File: src/rtl/rpc_pkg.sv
// package: constants and types of the power-up and nonvolatile config block
`default_nettype none
package rpc_pkg;
  localparam logic [5:0] ADDR_STATUS   = 6'h03;
  localparam logic [5:0] ADDR_NV_CFG   = 6'h30;
  localparam logic [5:0] ADDR_OFS_TRIM = 6'h31;
  localparam logic [5:0] ADDR_QUAD     = 6'h32;
  localparam logic [5:0] ADDR_TURNOVER = 6'h33;
  localparam logic [5:0] ADDR_RAM_BASE = 6'h38;
  localparam logic [5:0] ADDR_RAM_LAST = 6'h3f;
  // status bit positions
  localparam int ST_PON   = 5;
  localparam int ST_WARN  = 1;
  localparam int ST_CRIT  = 0;
  // nonvolatile config field positions
  localparam int CFG_TRICKLE_RES_80K_EN = 7;
  localparam int CFG_TRICKLE_RES_20K_EN = 6;
  localparam int CFG_R5K  = 5;
  localparam int CFG_R1K5 = 4;
  localparam int CFG_FDHI = 3;
  localparam int CFG_FDLO = 2;
  localparam int CFG_THE  = 1;
  localparam int CFG_THP  = 0;
  localparam int OFS_SIGN = 7;
  localparam logic [7:0] NV_CFG_RST   = 8'h02;
  localparam logic [7:0] TURNOVER_MSK = 8'h3f;
  // oscillator ticks, 32768 per second
  localparam int OSC_HZ           = 32768;
  localparam int SCAN_PERIOD_S    = 1;
  localparam int SCAN_SLOW_TICKS  = OSC_HZ * SCAN_PERIOD_S;
  localparam int SCAN_FAST_TICKS  = 32;
  localparam int TCNT_W           = 16;
  typedef enum {
    SQ_RESET, SQ_FAST_SCAN, SQ_NV_LOAD, SQ_TEMP_MEAS, SQ_RUN
  } rpc_seq_t;
  typedef struct packed {
    logic       wr;
    logic       rd;
    logic [5:0] addr;
    logic [7:0] wdata;
  } rpc_req_t;
  typedef struct packed {
    rpc_seq_t          seq;
    logic [TCNT_W:0]   tick_cnt;
    logic              scan_req;
    logic              power_on_flag;
    logic              warn;
    logic              crit;
    logic [7:0]        nv_cfg;
    logic [7:0]        ofs_trim;
    logic [7:0]        quad;
    logic [7:0]        turnover;
    logic [63:0]       ram;
    logic [7:0]        rdata;
    logic              rvalid;
    logic              nvw;
    logic [1:0]        nvw_idx;
    logic [7:0]        nvw_data;
    logic              nv_rd;
    logic [1:0]        nv_idx;
    logic              meas;
    logic              ready;
  } rpc_state_t;
endpackage
`default_nettype wire

File: src/rtl/rpc_power_up_nv_config.sv
// power-up sequencer, nonvolatile config page and user scratch registers
// Functional notes
// - config bits 7..4 enable 80k, 20k, 5k, 1.5k trickle resistors.
// - config bits 3..2 select clock output frequency, all four codes valid.
// - config bit 1 enables thermometer, bit 0 selects measurement period.
// - offset trim holds sign bit 7, magnitude 0..121 in bits 6..0.
// - quadratic coefficient is an unsigned byte used by compensation.
// - turnover temperature in bits 5..0, range 4..67, bits 7..6 unused.
// - nonvolatile page is four registers: config plus three calibration.
// - eight volatile scratch bytes at 38h..3Fh, freely read and written.
// - backup mode disables serial port, clock output, trickle; interrupt stays.
// - trickle active only with a resistor selected and not on backup.
// - each low-supply flag may drive interrupt when its enable is set.
// - functions unmet by low supply are switched off automatically.
// - held in reset until supply valid, then registers take reset values.
// - power-on flag in status bit 5 set after reset, host clears by 0.
// - with oscillator running, voltage detector scans in fast mode.
// - supply above lower level ends fast scan and permits nonvolatile reads.
// - then nonvolatile page is copied in and both low flags cleared.
// - if thermometer enabled, measure and compute correction before running.
// - leaving fast scan, detector checks once per second.
// - warning flag set by a scan that finds supply below first level.
`default_nettype none
module rpc_power_up_nv_config
  import rpc_pkg::*;
#(
  parameter int SLOW_TICKS = SCAN_SLOW_TICKS,
  parameter int FAST_TICKS = SCAN_FAST_TICKS
) (
  // clock and reset
  input  wire logic       CLOCK,
  input  wire logic       SRST,
  // supply monitor and oscillator
  input  wire logic       SUPPLY_VALID,
  input  wire logic       OSC_RUNNING,
  input  wire logic       BACKUP_MODE,
  input  wire logic       BELOW_WARN_LEVEL,
  input  wire logic       BELOW_CRIT_LEVEL,
  input  wire logic       WARN_IRQ_EN,
  input  wire logic       CRIT_IRQ_EN,
  // serial register port
  input  wire rpc_req_t   REG_REQ,
  output var  logic [7:0] REG_RDATA,
  output var  logic       REG_RVALID,
  // nonvolatile memory read port
  output var  logic       NV_RD_REQ,
  output var  logic [1:0] NV_RD_IDX,
  input  wire logic       NV_RD_VALID,
  input  wire logic [7:0] NV_RD_DATA,
  // nonvolatile write hand-off
  output var  logic       NV_WR_REQ,
  output var  logic [1:0] NV_WR_IDX,
  output var  logic [7:0] NV_WR_DATA,
  // temperature measurement
  output var  logic       TEMP_MEAS_REQ,
  input  wire logic       TEMP_MEAS_DONE,
  // scan strobe and gated functions
  output var  logic       SCAN_STROBE,
  output var  logic [3:0] TRICKLE_RES_EN,
  output var  logic [1:0] CLOCK_OUTPUT_SEL,
  output var  logic       CLOCK_OUTPUT_EN,
  output var  logic       SERIAL_EN,
  output var  logic       THERMO_EN,
  output var  logic       TEMP_SCAN_PERIOD,
  output var  logic [7:0] OSC_OFFSET_TRIM,
  output var  logic [7:0] OSC_QUADRATIC_COEF,
  output var  logic [5:0] OSC_TURNOVER_TEMP,
  output var  logic       LOW_SUPPLY_IRQ,
  output var  logic       POWER_ON_FLAG,
  output var  logic       READY
);

  rpc_state_t s_reg;
  rpc_state_t s_next;
  logic       wr_ok;
  logic       rd_ok;
  logic       scan_due;

  localparam logic [TCNT_W:0] SLOW_LIM = (TCNT_W+1)'(SLOW_TICKS - 1);
  localparam logic [TCNT_W:0] FAST_LIM = (TCNT_W+1)'(FAST_TICKS - 1);

  always_comb begin
    s_next      = s_reg;
    s_next.rvalid = 1'b0;
    s_next.nvw  = 1'b0;
    s_next.scan_req = 1'b0;
    // backup level taken as already synchronised, no filter here
    wr_ok = REG_REQ.wr && !BACKUP_MODE && s_reg.seq != SQ_RESET;
    rd_ok = REG_REQ.rd && !BACKUP_MODE && s_reg.seq != SQ_RESET;
    scan_due = 1'b0;

    // detector scan timing; fast until the load starts
    if (s_reg.seq != SQ_RESET && OSC_RUNNING) begin
      if ((s_reg.seq == SQ_FAST_SCAN && s_reg.tick_cnt >= FAST_LIM) ||
          (s_reg.seq != SQ_FAST_SCAN && s_reg.tick_cnt >= SLOW_LIM)) begin
        s_next.tick_cnt = '0;
        scan_due        = 1'b1;
      end else begin
        s_next.tick_cnt = s_reg.tick_cnt + 1'b1;
      end
    end
    s_next.scan_req = scan_due;

    // flags set on a scan below level; set beats host clear
    if (wr_ok && REG_REQ.addr == ADDR_STATUS) begin
      if (!REG_REQ.wdata[ST_PON])  s_next.power_on_flag  = 1'b0;
      if (!REG_REQ.wdata[ST_WARN]) s_next.warn = 1'b0;
      if (!REG_REQ.wdata[ST_CRIT]) s_next.crit = 1'b0;
    end
    if (scan_due && BELOW_WARN_LEVEL) s_next.warn = 1'b1;
    if (scan_due && BELOW_CRIT_LEVEL) s_next.crit = 1'b1;

    case (s_reg.seq)
      SQ_RESET: begin
        if (SUPPLY_VALID) begin
          s_next.seq = SQ_FAST_SCAN;
          s_next.power_on_flag = 1'b1;
        end
      end
      SQ_FAST_SCAN: begin
        if (scan_due && !BELOW_CRIT_LEVEL) begin
          s_next.seq      = SQ_NV_LOAD;
          s_next.tick_cnt = '0;
          s_next.nv_rd    = 1'b1;
          s_next.nv_idx   = 2'd0;
        end
      end
      SQ_NV_LOAD: begin
        if (NV_RD_VALID) begin
          case (s_reg.nv_idx)
            2'd0: s_next.nv_cfg   = NV_RD_DATA;
            2'd1: s_next.ofs_trim = NV_RD_DATA;
            2'd2: s_next.quad     = NV_RD_DATA;
            default: s_next.turnover = NV_RD_DATA & TURNOVER_MSK;
          endcase
          s_next.nv_idx = s_reg.nv_idx + 2'd1;
          if (s_reg.nv_idx == 2'd3) begin
            s_next.nv_rd = 1'b0;
            s_next.warn  = 1'b0;
            s_next.crit  = 1'b0;
            if (s_reg.nv_cfg[CFG_THE]) begin
              s_next.seq  = SQ_TEMP_MEAS;
              s_next.meas = 1'b1;
            end else begin
              s_next.seq   = SQ_RUN;
              s_next.ready = 1'b1;
            end
          end
        end
      end
      SQ_TEMP_MEAS: begin
        s_next.meas = 1'b0;
        if (TEMP_MEAS_DONE) begin
          s_next.seq   = SQ_RUN;
          s_next.ready = 1'b1;
        end
      end
      SQ_RUN: begin
        // working copy and hand-off for nonvolatile page writes
        if (wr_ok && REG_REQ.addr >= ADDR_NV_CFG &&
            REG_REQ.addr <= ADDR_TURNOVER) begin
          s_next.nvw      = 1'b1;
          s_next.nvw_idx  = REG_REQ.addr[1:0];
          s_next.nvw_data = REG_REQ.wdata;
          case (REG_REQ.addr[1:0])
            2'd0: s_next.nv_cfg   = REG_REQ.wdata;
            2'd1: s_next.ofs_trim = REG_REQ.wdata;
            2'd2: s_next.quad     = REG_REQ.wdata;
            default: s_next.turnover = REG_REQ.wdata & TURNOVER_MSK;
          endcase
        end
      end
      default: s_next.seq = SQ_RESET;
    endcase

    // scratch bytes usable in every state past reset
    if (wr_ok && REG_REQ.addr >= ADDR_RAM_BASE) begin
      s_next.ram[REG_REQ.addr[2:0]*8 +: 8] = REG_REQ.wdata;
    end
    if (rd_ok) begin
      s_next.rvalid = 1'b1;
      if (REG_REQ.addr >= ADDR_RAM_BASE)
        s_next.rdata = s_reg.ram[REG_REQ.addr[2:0]*8 +: 8];
      else if (REG_REQ.addr == ADDR_STATUS)
        s_next.rdata = {2'b00, s_reg.power_on_flag, 3'b000, s_reg.warn, s_reg.crit};
      else if (REG_REQ.addr == ADDR_NV_CFG)
        s_next.rdata = s_reg.nv_cfg;
      else if (REG_REQ.addr == ADDR_OFS_TRIM)
        s_next.rdata = s_reg.ofs_trim;
      else if (REG_REQ.addr == ADDR_QUAD)
        s_next.rdata = s_reg.quad;
      else if (REG_REQ.addr == ADDR_TURNOVER)
        s_next.rdata = s_reg.turnover;
      else
        s_next.rdata = 8'h00;
    end
  end

  always_ff @(posedge CLOCK) begin
    if (SRST || !SUPPLY_VALID) begin
      // every state register back to its reset value; output registers follow SRST only
      s_reg          <= '0;
      s_reg.seq      <= SQ_RESET;
      s_reg.nv_cfg   <= NV_CFG_RST;
    end else begin
      s_reg <= s_next;
    end
  end

  // outputs registered; gating also samples BACKUP_MODE and BELOW_WARN_LEVEL inputs, still no comb path out
  always_ff @(posedge CLOCK) begin
    if (SRST) begin
      REG_RDATA          <= 8'h00;
      REG_RVALID         <= 1'b0;
      NV_RD_REQ          <= 1'b0;
      NV_RD_IDX          <= 2'd0;
      NV_WR_REQ          <= 1'b0;
      NV_WR_IDX          <= 2'd0;
      NV_WR_DATA         <= 8'h00;
      TEMP_MEAS_REQ      <= 1'b0;
      SCAN_STROBE        <= 1'b0;
      TRICKLE_RES_EN     <= 4'h0;
      CLOCK_OUTPUT_SEL   <= 2'b00;
      CLOCK_OUTPUT_EN    <= 1'b0;
      SERIAL_EN          <= 1'b0;
      THERMO_EN          <= 1'b0;
      TEMP_SCAN_PERIOD   <= 1'b0;
      OSC_OFFSET_TRIM    <= 8'h00;
      OSC_QUADRATIC_COEF <= 8'h00;
      OSC_TURNOVER_TEMP  <= 6'h00;
      LOW_SUPPLY_IRQ     <= 1'b0;
      POWER_ON_FLAG      <= 1'b0;
      READY              <= 1'b0;
    end else begin
      REG_RDATA     <= s_next.rdata;
      REG_RVALID    <= s_next.rvalid;
      NV_RD_REQ     <= s_reg.nv_rd;
      NV_RD_IDX     <= s_reg.nv_idx;
      NV_WR_REQ     <= s_reg.nvw;
      NV_WR_IDX     <= s_reg.nvw_idx;
      NV_WR_DATA    <= s_reg.nvw_data;
      TEMP_MEAS_REQ <= s_reg.meas;
      SCAN_STROBE   <= s_reg.scan_req;
      // trickle off on backup or before ready, config applies otherwise
      TRICKLE_RES_EN <= (BACKUP_MODE || !s_reg.ready) ? 4'h0 :
                        s_reg.nv_cfg[CFG_TRICKLE_RES_80K_EN:CFG_R1K5];
      CLOCK_OUTPUT_SEL <= s_reg.nv_cfg[CFG_FDHI:CFG_FDLO];
      CLOCK_OUTPUT_EN  <= s_reg.ready && !BACKUP_MODE &&
                          !s_reg.crit;
      SERIAL_EN        <= s_reg.seq != SQ_RESET && !BACKUP_MODE;
      // thermometer needs the warning level met
      THERMO_EN        <= s_reg.nv_cfg[CFG_THE] &&
                          !BELOW_WARN_LEVEL;
      TEMP_SCAN_PERIOD <= s_reg.nv_cfg[CFG_THP];
      OSC_OFFSET_TRIM    <= s_reg.ofs_trim;
      OSC_QUADRATIC_COEF <= s_reg.quad;
      OSC_TURNOVER_TEMP  <= s_reg.turnover[5:0];
      // interrupt path kept alive in backup mode
      LOW_SUPPLY_IRQ <= (s_reg.warn && WARN_IRQ_EN) ||
                        (s_reg.crit && CRIT_IRQ_EN);
      POWER_ON_FLAG  <= s_reg.power_on_flag;
      READY          <= s_reg.ready;
    end
  end

  AST_PON_SET: assert property (@(posedge CLOCK) disable iff (SRST)
    (s_reg.seq == SQ_RESET && SUPPLY_VALID) |=> s_reg.power_on_flag)
    else $error("power-on flag not set after reset release");
  AST_TRICKLE_BACKUP: assert property (@(posedge CLOCK) disable iff (SRST)
    BACKUP_MODE |=> TRICKLE_RES_EN == 4'h0)
    else $error("trickle left on in backup mode");
  AST_CLOCK_OUTPUT_BACKUP: assert property (@(posedge CLOCK) disable iff (SRST)
    BACKUP_MODE |=> !CLOCK_OUTPUT_EN && !SERIAL_EN)
    else $error("clock output or serial port on in backup");
  AST_FLAGS_CLEARED: assert property (@(posedge CLOCK) disable iff (SRST)
    (s_reg.seq == SQ_NV_LOAD && NV_RD_VALID && s_reg.nv_idx == 2'd3)
    |=> !s_reg.warn && !s_reg.crit)
    else $error("low flags not cleared after load");
  AST_LOAD_AFTER_SCAN: assert property (@(posedge CLOCK) disable iff (SRST)
    (s_reg.seq == SQ_FAST_SCAN && scan_due && !BELOW_CRIT_LEVEL)
    |=> s_reg.nv_rd ##1 NV_RD_REQ)
    else $error("nonvolatile read not started");
  AST_TEMP_BEFORE_RUN: assert property (@(posedge CLOCK) disable iff (SRST)
    (s_reg.seq == SQ_TEMP_MEAS && !TEMP_MEAS_DONE) |=> !s_reg.ready)
    else $error("ready before temperature measured");
  AST_WARN_SET: assert property (@(posedge CLOCK) disable iff (SRST)
    (scan_due && BELOW_WARN_LEVEL && s_reg.seq != SQ_NV_LOAD)
    |=> s_reg.warn)
    else $error("warning flag missed");
  AST_SCAN_FAST: assert property (@(posedge CLOCK) disable iff (SRST)
    (s_reg.seq == SQ_FAST_SCAN && s_reg.tick_cnt > FAST_LIM) |-> 1'b0)
    else $error("fast scan counter overran");
  AST_RAM_RW: assert property (@(posedge CLOCK) disable iff (SRST)
    (wr_ok && !rd_ok && REG_REQ.addr >= ADDR_RAM_BASE)
    ##1 (rd_ok && REG_REQ.addr == $past(REG_REQ.addr))
    |=> s_reg.rdata == $past(REG_REQ.wdata, 2))
    else $error("scratch byte read back wrong");

  // output side and internal state checks; each output but REG_RDATA and REG_RVALID lags its state by one edge
  AST_SERIAL_RESET: assert property (
    @(posedge CLOCK) disable iff (SRST)
    (s_reg.seq == SQ_RESET) |=> !SERIAL_EN)
    else $error("serial port enabled while held in reset");
  AST_READ_ANSWER: assert property (
    @(posedge CLOCK) disable iff (SRST)
    rd_ok |=> REG_RVALID)
    else $error("accepted read gave no answer");
  AST_BACKUP_NO_READ: assert property (
    @(posedge CLOCK) disable iff (SRST)
    (REG_REQ.rd && BACKUP_MODE) |=> !REG_RVALID)
    else $error("read answered in backup mode");
  AST_TRICKLE_CFG: assert property (
    @(posedge CLOCK) disable iff (SRST)
    (s_reg.ready && !BACKUP_MODE)
    |=> TRICKLE_RES_EN == $past(s_reg.nv_cfg[CFG_TRICKLE_RES_80K_EN:CFG_R1K5]))
    else $error("trickle resistors differ from config");
  AST_CLKSEL_CFG: assert property (
    @(posedge CLOCK) disable iff (SRST)
    1'b1 |=> CLOCK_OUTPUT_SEL == $past(s_reg.nv_cfg[CFG_FDHI:CFG_FDLO]))
    else $error("clock output select differs from config");
  AST_THERMO_LOW: assert property (
    @(posedge CLOCK) disable iff (SRST)
    BELOW_WARN_LEVEL |=> !THERMO_EN)
    else $error("thermometer left on below warning level");
  AST_CRIT_CLOCK_OUTPUT: assert property (
    @(posedge CLOCK) disable iff (SRST)
    s_reg.crit |=> !CLOCK_OUTPUT_EN)
    else $error("clock output left on below critical level");
  AST_IRQ_BACKUP: assert property (
    @(posedge CLOCK) disable iff (SRST)
    (BACKUP_MODE && s_reg.warn && WARN_IRQ_EN) |=> LOW_SUPPLY_IRQ)
    else $error("interrupt lost in backup mode");
  AST_IRQ_MASKED: assert property (
    @(posedge CLOCK) disable iff (SRST)
    (!WARN_IRQ_EN && !CRIT_IRQ_EN) |=> !LOW_SUPPLY_IRQ)
    else $error("interrupt raised with both enables off");
  AST_TURN_UNUSED: assert property (
    @(posedge CLOCK) disable iff (SRST)
    s_reg.turnover[7:6] == 2'b00)
    else $error("turnover unused bits not zero");
  AST_NV_WR_RUN: assert property (
    @(posedge CLOCK) disable iff (SRST)
    s_reg.nvw |-> s_reg.seq == SQ_RUN)
    else $error("nonvolatile write handed off outside run");
  AST_PON_STICKY: assert property (
    @(posedge CLOCK) disable iff (SRST)
    (s_reg.power_on_flag && SUPPLY_VALID &&
     !(wr_ok && REG_REQ.addr == ADDR_STATUS && !REG_REQ.wdata[ST_PON]))
    |=> s_reg.power_on_flag)
    else $error("power-on flag lost without host clear");
  AST_SLOW_SCAN: assert property (
    @(posedge CLOCK) disable iff (SRST)
    (s_reg.seq == SQ_RUN && s_reg.tick_cnt > SLOW_LIM) |-> 1'b0)
    else $error("slow scan counter overran");
  AST_LOAD_IDX: assert property (
    @(posedge CLOCK) disable iff (SRST)
    (s_reg.seq == SQ_NV_LOAD && NV_RD_VALID && s_reg.nv_idx != 2'd3)
    |=> s_reg.seq == SQ_NV_LOAD && s_reg.nv_rd)
    else $error("page load stopped before fourth byte");
  AST_READY_HOLD: assert property (
    @(posedge CLOCK) disable iff (SRST)
    (s_reg.ready && SUPPLY_VALID) |=> s_reg.ready)
    else $error("ready dropped while supply valid");

endmodule
`default_nettype wire

File: config.mk
export PLATFORM = sky130hd
export DESIGN_NAME = rpc_power_up_nv_config
export DESIGN_NICKNAME = d
export VERILOG_FILES = /design/src/rtl/rpc_pkg.sv /design/src/rtl/rpc_power_up_nv_config.sv
export SDC_FILE = /design/constraint.sdc
export NUM_CORES = 1
export LEC_CHECK = 0
export ABC_AREA = 1
export BUFFER_PORTS_ARGS = -buffer_cell sky130_fd_sc_hd__buf_2
export CAP_MARGIN = 20
export CORE_AREA = 2 2 130 157
export CTS_CLUSTER_SIZE = 14
export DETAILED_ROUTE_END_ITERATION = 8
export DIE_AREA = 0 0 132 159
export PLACE_DENSITY_LB_ADDON = 0.1
export SLEW_MARGIN = 20
export SYNTH_ARGS = -nofsm -noshare
export SYNTH_HDL_FRONTEND = slang
export SYNTH_SLANG_ARGS = --single-unit
File: constraint.sdc
create_clock -name CLOCK -period 3.32 [get_ports CLOCK]
set_input_delay 0.664 -clock CLOCK [delete_from_list [all_inputs] [get_ports CLOCK]]
set_output_delay 0.664 -clock CLOCK [all_outputs]
set_load 0.01 [all_outputs]
Word level (Yosys, flattened, before mapping)
Cells that the tools add are included.
Storage, ports and cells
  register bits after elaboration: 233
  latch bits: 0
  memory bits (writable): 0
  bits in read-only memories: 0
  bits of input ports: 35
  word-level logic and storage cells: 186
  memories kept: 0
Cells by class
  $add $sub $neg: 3
  multiply operators: 0
  div/mod/pow operators: 0
  magnitude comparators: 5
  eq/ne operators: 32
  shift operators: 3
  mux-type cells: 51
  bitwise operators: 1
  reductions and logical operators: 51
Operators by type and width (count)
  32-bit 2-to-1 mux: 5
  32-bit one-hot mux with 5 select lines: 1
  8-bit 2-to-1 mux: 14
  32-bit by 2-bit equality test with 1-bit output (second input constant): 3
  64-bit bitwise mux: 1
  32-bit one-hot mux with 2 select lines: 1
  8-bit by 34-bit variable shift with 64-bit output (first input constant): 1
  64-bit by 7-bit indexed part select with 8-bit output: 1
  8-bit by 34-bit indexed part select with 64-bit output: 1
  17-bit 2-to-1 mux: 3
  49-bit 2-to-1 mux: 1
  34-bit 2-to-1 mux: 1
  6-bit negator with 34-bit output: 1
  32-bit by 1-bit equality test with 1-bit output (second input constant): 1
  32-bit by 3-bit equality test with 1-bit output (second input constant): 1
  32-bit logical NOT: 1
  32-bit by 2-bit inequality test with 1-bit output (second input constant): 1
  32-bit nonzero test: 1
  5-bit AND reduction: 5
  6-bit equality test (second input constant): 4
  1-bit logical AND: 20
  2-bit inequality test (second input constant): 10
  17-bit by 1-bit adder with 17-bit output (second input constant): 1
  17-bit by 15-bit greater-or-equal comparator with 1-bit output (second input constant): 1
  27 further kinds: 66

Logic depth before layout (Yosys ltp)
Gate-level depths: netlist (run 1).
  depth after elaboration: 10
  mapped depth: 15
  gate-level depth less buffers: 14

Least setup slack after synthesis (run 1)
No wires, ideal clock.
  path kind: input to register
  start: in REG_REQ[8] (netlist bit)
  end: reg s_reg[26] (netlist bit)
  library setup time: 117 ps
  data arrival time: 3062 ps
  slack: 140 ps
  stages: 12
  buffers on the path: 3
  cells stage by stage: buf_2 -> inv_2 -> clkbuf_1 -> buf_1 -> ha_1 -> ha_1 -> inv_1 -> nand2_1 -> nor3_2 -> nand2_1 -> o21ai_0 -> nor2_1
On the way
  cells in the longest elaborated chain, start to end: 3
  elaborated cells between the ends (all ways): 6
Ends and longest elaborated chain
  from (decl): line rpc_power_up_nv_config.sv:42  | input wire rpc_req_t REG_REQ,
  6-bit negator with 34-bit output: line rpc_power_up_nv_config.sv:178  | s_next.ram[REG_REQ.addr[2:0]*8 +: 8] = REG_REQ.wdata;
  8-bit by 34-bit indexed part select with 64-bit output or 8-bit by 34-bit variable shift with 64-bit output (tied branches): line rpc_power_up_nv_config.sv:178
  64-bit bitwise mux: line rpc_power_up_nv_config.sv:178
  to (signal assigned): line rpc_power_up_nv_config.sv:206  | s_reg <= s_next;
  to (decl): line rpc_power_up_nv_config.sv:73  | rpc_state_t s_reg;
Parallel ways exist; a longest one is shown, timed or not.
A chain may end at the register's enable or synchronous reset.

Worst setup path in the final report (run 1)
  start: in REG_REQ[8] (netlist bit)
  end: reg s_reg[21] (netlist bit)
On the way
  cells in the longest elaborated chain, start to end: 8
  elaborated cells between the ends (all ways): 14
Ends and longest elaborated chain
  6-bit equality test: line rpc_power_up_nv_config.sv:192  | else if (REG_REQ.addr == ADDR_TURNOVER)
  8-bit 2-to-1 mux: line rpc_power_up_nv_config.sv:192
  8-bit 2-to-1 mux: line rpc_power_up_nv_config.sv:190  | else if (REG_REQ.addr == ADDR_QUAD)
  8-bit 2-to-1 mux: line rpc_power_up_nv_config.sv:188  | else if (REG_REQ.addr == ADDR_OFS_TRIM)
  8-bit 2-to-1 mux: line rpc_power_up_nv_config.sv:186  | else if (REG_REQ.addr == ADDR_NV_CFG)
  8-bit 2-to-1 mux: line rpc_power_up_nv_config.sv:184  | else if (REG_REQ.addr == ADDR_STATUS)
  8-bit 2-to-1 mux *: line rpc_power_up_nv_config.sv:182  | if (REG_REQ.addr >= ADDR_RAM_BASE)
  9-bit 2-to-1 mux *: line rpc_power_up_nv_config.sv:180  | if (rd_ok) begin
Mark *: on every way between the ends. The rest lies on a longest branch, timed or not.

==> results of run 1 <==
stage by stage:
step,utilization (%),hold WS (ns)
after floorplan,-,0.388
after global placement,47.9,0.392
after detailed placement,47.9,0.403
after CTS,51.8,0.333
after global routing,51.8,0.360
final,51.8,0.343
final cells by class:
class	count	area [sq um]	area share [%]
multi-input cells	730	3750	37.3
inverters	150	574	5.71
flip-flops and latches	202	4040	40.2
clock inverters	10	158	1.57
repair buffers	110	603	6.00
clock buffers	26	594	5.91
well taps	261	327	3.25
logic make-up after synthesis:
| logic type | after synthesis |
|---|---|
| and+or+nand+nor | 423 |
| buffers and inverters | 197 |
| DFF | 202 |
| adders and majority gates | 11 |
| xor gates and xnor gates | 4 |
| AOI/OAI and AO/OA | 292 |
final timing paths:
| check | from | slack (ns) | cells past startpoint | to |
|---|---|---|---|---|
| min reg2reg | s_reg[124]$_SDFF_PP0_ | 0.41 | 2 | SCAN_STROBE$_SDFF_PP0_ |
| max reg2reg | s_reg[142]$_SDFFE_PP0P_ | 1.22 | 10 | s_reg[49]$_SDFFE_PP0P_ |
| max | REG_REQ[8] | 1.01 | 12 | s_reg[21]$_SDFF_PP0_ |
| min | BACKUP_MODE | 0.34 | 2 | SERIAL_EN$_SDFF_PP0_ |
report_power, final:
part / switching [uW] / internal, uW
clock: 1010 / 1580
combinational: 233 / 84.1
sequential: 3.86 / 2430
placed cells by master (no fill, tap or decap), types with 2 or more instances in the layout:
cell / instances
dfxtp_1: 202
nor2_1: 201
o21ai_0: 158
inv_1: 134
nand2_1: 105
a21oi_1: 95
buf_2: 94
nand3_1: 48
clkbuf_16: 21
nor4_1: 15
o211ai_1: 15
buf_4: 15
nor3_1: 12
ha_1: 11
inv_2: 9
nand4_1: 8
nand2_2: 7
a211oi_1: 7
o22ai_1: 6
clkbuf_8: 5
nor2_4: 4
nand2_4: 4
xor2_1: 4
clkinv_2: 4
bufinv_16: 4
nor3_4: 3
clkinv_1: 3
o21ai_1: 3
nand4_4: 3
clkinvlp_4: 3
nor3_2: 2
nor2_2: 2
nor2_8: 2
or2_1: 2
o2111ai_4: 2
inv_4: 2
per-layer routing:
| metal | vias up | part of all wire (%) |
|---|---|---|
| li1 | 3868 | - |
| met1 | 3522 | 43 |
| met5 | - | 0 |
| met2 | 242 | 48 |
| met3 | 62 | 5.7 |
| met4 | 0 | 3.9 |
==> flow_summary.yaml, run 1 <==
grt:
  grt_usage_pct: 23.5
  grt_most_used_layer: "met2"
  grt_overflow_total: 0
  grt_max_degree: 102
  grt_first_pass_wirelength_microns: 39500
  grt_use_met3_pct: 3.63
  use_met1_pct: 29.9
  antenna_found_initial: 0
  grtUsageMet2_pct: 40.1
  first_global_vias: 7347
drt:
  viasPerCell: 5.17
  wl_per_cell_microns: 16.8
  dr.pass1.iters: 6
  vias: 7694
  drc: 0
  antenna_left: 0
  wl_microns: 25100
  first_iter_violations: 701
floorplanning:
  die_y_microns: 159
  num_rows: 56
  io_pins: 95
  initial_core_util_pct: 44.4
  core_sq_mm: 0.0194
  chipWidth_microns: 132
  die_area_sq_mm: 0.0210
synthesis:
  yosys.area.top_type: "dfxtp_1"
  yosysWarningCount: 0
  synth-main-ff-cell: "dfxtp_1"
  synth_seq_cells: 202
  synth_simple_gate_area_share_pct: 23.0
  ys_async_sr_fraction_pct: 0
  synth_nets: 1175
  synth_edf_count: 0
  syn-cell-area_sq_mm: 0.00861
  synth_compound_gate_area_share_pct: 18.5
  synthXorXnorAreaFrac_pct: 0.407
  yosysSeqAreaShare_pct: 47.0
  netlist_instances: 1129
  synthMuxAreaShare_pct: 0
  synth_cell_types: 47
  synth_area_leaders: "dfxtp_1 47%, o21ai_0 9.2%, nor2_1 8.8%"
  synth_top_family_by_area: "simple AND/OR/NAND/NOR gates"
  synthAdderAreaFrac_pct: 1.60
  synth_top_area_share_pct: 47.0
  synth_commonest_cells: "202 x dfxtp_1, 202 x nor2_1, 158 x o21ai_0"
  synth_area_per_cell_sq_um: 7.62
timing:
  rsz0062_at_grt: "no"
  finalWorstSetupSlack_ns: 1.01
  min_period_ns: 2.31
  fin_tns_setup_ns: 0
  relSlewSlack_pct: 51.8
  max_freq_mhz: 433
  setup_viol: 0
  clock_skew_ns: 0.0168
  final-hold-violation-count: 0
  worst_pin_slew_ns: 0.716
  fin_crit_sh_pct: 69.5
  drv_slew: 0
job:
  max-cap-violations: 0
critical_path:
  critPathSlowestCell: "nor2_1"
  worstPathCellList: "buf_2 -> inv_2 -> buf_4 -> ha_1 -> inv_1 -> nor2_1 -> a21oi_1 -> o21ai_0 -> nand2_1 -> nand2_1 -> nand2_1 -> nor2_1"
  cp_top_family: "simple AND/OR/NAND/NOR gates"
  crit_type: "primary input to flip-flop"
  path_buf_inv: 4
  cpMostUsedCell: "nand2_1"
  critical_path.max_stage_delay_ns: 0.42
  cp.arrival_ns: 2.74
  end_kind: "flip-flop"
  worst-path-max-fanout: 42
  critPathRequiredTime_ns: 3.76
  startpoint_type: "primary input"
layout:
  stdcell_area_sq_mm: 0.0101
  fillers: 1898
  drive_above_1_share_pct: 15.7
  syn2layout_area_growth_pct: 16.8
  nNetsFinal: 1261
  antennaDiodeCount: 0
  largest_reg_flops: 142
  layout.cells.non_filler: 1489
power:
  ir_drop_mv: 0.315
  p_leak_uw: 0.00427
  power_density_mw_per_mm2: 530
  power.total_uw: 5330
min_path:
  hp-class: "primary input to flip-flop"
place:
  placed_area_sq_mm: 0.00930
  dp.cells: 1453
  io_buffer_count: 94
  gp_congestion: 0.884
  dp_hpwl_microns: 18000
  pre_cts_ws_ns: 0.528
cts:
  cts_tree: "done"
  cts_resized: 0
  cts_htree_levels: 1
  hold_buffers: 0
  clockRootBuffer: "clkbuf_16"
  insertion_delay_ns: 0.51
  clkTransAtPathRegs_ns: 0.06
  clock_path_buffers: 3
  cts_buffers: 21
  clkSinkCount: 202
  cts_setup_buffers: 0
outcome:
  outcome: "complete, no violations"
(Power assumes the default switching activity.)
==> run 2: changes to the inputs <==
==> constraint.sdc (replaced) <==
create_clock -name CLOCK -period 2.1 [get_ports CLOCK]
set_input_delay 0.42 -clock CLOCK [delete_from_list [all_inputs] [get_ports CLOCK]]
set_output_delay 0.42 -clock CLOCK [all_outputs]
set_load 0.01 [all_outputs]
==> run 2 against run 1 <==
First-iteration DRC count shrank 16%. Final cell count grew 2.3%. Count of clock-buffer cells in the layout shrank 2.
==> flow_summary.yaml, run 2 (synthesis results as in run 1) <==
outcome:
  outcome: "complete, no violations"
cts:
  clkTransAtPathRegs_ns: 0.06
  cts_tree: "done"
  clock_path_buffers: 3
  cts_buffers: 21
  clockRootBuffer: "clkbuf_16"
  cts_htree_levels: 1
  cts_setup_buffers: 0
  insertion_delay_ns: 0.49
  clkSinkCount: 202
layout:
  final_cell_mix: "202 x dfxtp_1, 199 x nor2_1, 150 x o21ai_0"
  layout.cells.non_filler: 1523
  syn2layout_area_growth_pct: 21.3
  seq_area_sq_mm: 0.00404
  fillers: 1908
  largest_reg_flops: 142
  final_common_cell: "dfxtp_1"
  nNetsFinal: 1295
  utilization_pct: 53.8
  drive_above_1_share_pct: 18.7
  multiInputGateArea_sq_mm: 0.00382
  antennaDiodeCount: 0
job:
  max-cap-violations: 0
min_path:
  holdPathEnd: "SERIAL_EN$_SDFF_PP0_"
  min_path_cells: 2
  hp-class: "primary input to flip-flop"
  hold_path_startpoint: "BACKUP_MODE"
drt:
  wl_per_cell_microns: 16.1
  drc: 0
  wl_microns: 24500
  dr_wl_met2_microns: 11700
  highest_layer: "met4"
  antenna_left: 0
  vias: 7719
  route.met3.wl_microns: 1430
  first_iter_violations: 589
  dr.pass1.iters: 5
  viasPerCell: 5.07
  met1_length_microns: 10500
timing:
  worst_pin_slew_ns: 0.583
  final-hold-violation-count: 0
  fin_tns_setup_ns: 0
  drv_slew: 0
  min_period_ns: 1.92
  clock_skew_ns: 0.00744
  max_freq_mhz: 521
  fin_crit_sh_pct: 91.4
  setup_viol: 0
  relSlewSlack_pct: 60.7
  holdWs_ns: 0.103
place:
  dp_hpwl_microns: 18100
  io_buffer_count: 94
  dp.cells: 1487
  gp_congestion: 0.911
floorplanning:
  num_rows: 56
  core_sq_mm: 0.0194
  die_area_sq_mm: 0.0210
  chipWidth_microns: 132
  initial_core_util_pct: 44.4
  die_y_microns: 159
  io_pins: 95
critical_path:
  worstPathCellList: "inv_2 -> nand2_2 -> nor2_4 -> nor2_4 -> nand2_4 -> inv_2 -> buf_4 -> nand2_4 -> o21ai_0 -> nor2_1"
  reg2reg_to: "s_reg[70]$_SDFFE_PP0P_"
  critPathRequiredTime_ns: 2.48
  startpoint_type: "flip-flop"
  critPathSlowestCell: "dfxtp_1"
  reg2reg_depth: 10
  rrSetupSlack_ns: 0.18
  worstReg2RegStart: "s_reg[142]$_SDFFE_PP0P_"
  cp.arrival_ns: 2.30
  path_buf_inv: 3
  worst-path-max-fanout: 8
  critical_path.max_stage_delay_ns: 0.47
  crit_type: "flip-flop to flip-flop"
  end_kind: "flip-flop"
  cp_top_family: "simple AND/OR/NAND/NOR gates"
power:
  power_density_mw_per_mm2: 818
  power.total_uw: 8540
  p_leak_uw: 0.00447
  ir_drop_mv: 0.477
grt:
  antenna_found_initial: 0
  grt_usage_pct: 22.8
  grt_overflow_total: 0
  grt_first_pass_wirelength_microns: 38700
  grt_max_degree: 62
  first_global_vias: 7305
## run 2: cell count changes in the layout (fill, tap and decap cells not counted), sizes merged
cell / previous run / this run
buf: 110 / 144
clkbuf: 26 / 24
clkinv: 7 / 8
bufinv: 4 / 6
clkinvlp: 3 / 2
## run 2: cell type report
| cell class | count | share of cell area [%] |
|---|---|---|
| Timing Repair Buffer | 144 | 8.70 |
| Clock buffer | 24 | 5.24 |
| Multi-Input combinational cell | 730 | 36.6 |
| Inverter | 150 | 5.59 |
| Clock inverter | 12 | 2.06 |
| Sequential cell | 202 | 38.7 |
| Tap cell | 261 | 3.13 |
## run 2: per-stage QoR
stage	area, sq um	worst slack, ns
CTS	10400	0.146
finish	10400	0.180
global route	10400	-0.000509
floorplan	8720	-0.0532
global placement	9670	0.0167
detailed placement	9670	0.00319
## run 2: where the power goes
group          total, uW  internal [uW]  switching, uW  leakage (uW)
Sequential          3850           3840           7.17       0.00163
Clock               4130           2600           1530      0.000369
Combinational        561            180            381       0.00247
Total               8540           6620           1910       0.00447
## run 2: what timing repair did
action | 4_1_cts | 5_1_grt
gates resized for setup | 0 | 2
hold buffers | 0 | 0
setup endpoints to repair | 0 | 4
## run 2: how the worst max path moves through the flow
stage	slack [ns]	start	endpoint	depth (start not counted)
after floorplan	-0.05	REG_REQ[8]	s_reg[58]$_SDFFE_PP0P_	11
after global placement	0.02	REG_REQ[8]	s_reg[70]$_SDFFE_PP0P_	9
after detailed placement	0.003	REG_REQ[8]	s_reg[70]$_SDFFE_PP0P_	9
after CTS	0.15	s_reg[142]$_SDFFE_PP0P_	s_reg[49]$_SDFFE_PP0P_	10
after global routing	-0.0005	s_reg[125]$_SDFF_PP0_	s_reg[135]$_SDFF_PP0_	14
final	0.18	s_reg[142]$_SDFFE_PP0P_	s_reg[70]$_SDFFE_PP0P_	10
## run 2: routing by layer
layer  track usage, %  up-vias
met5                0        -
met4             9.09        0
met3             3.47       53
met2             38.4      242
met1             29.3     3491
li1                 -     3933
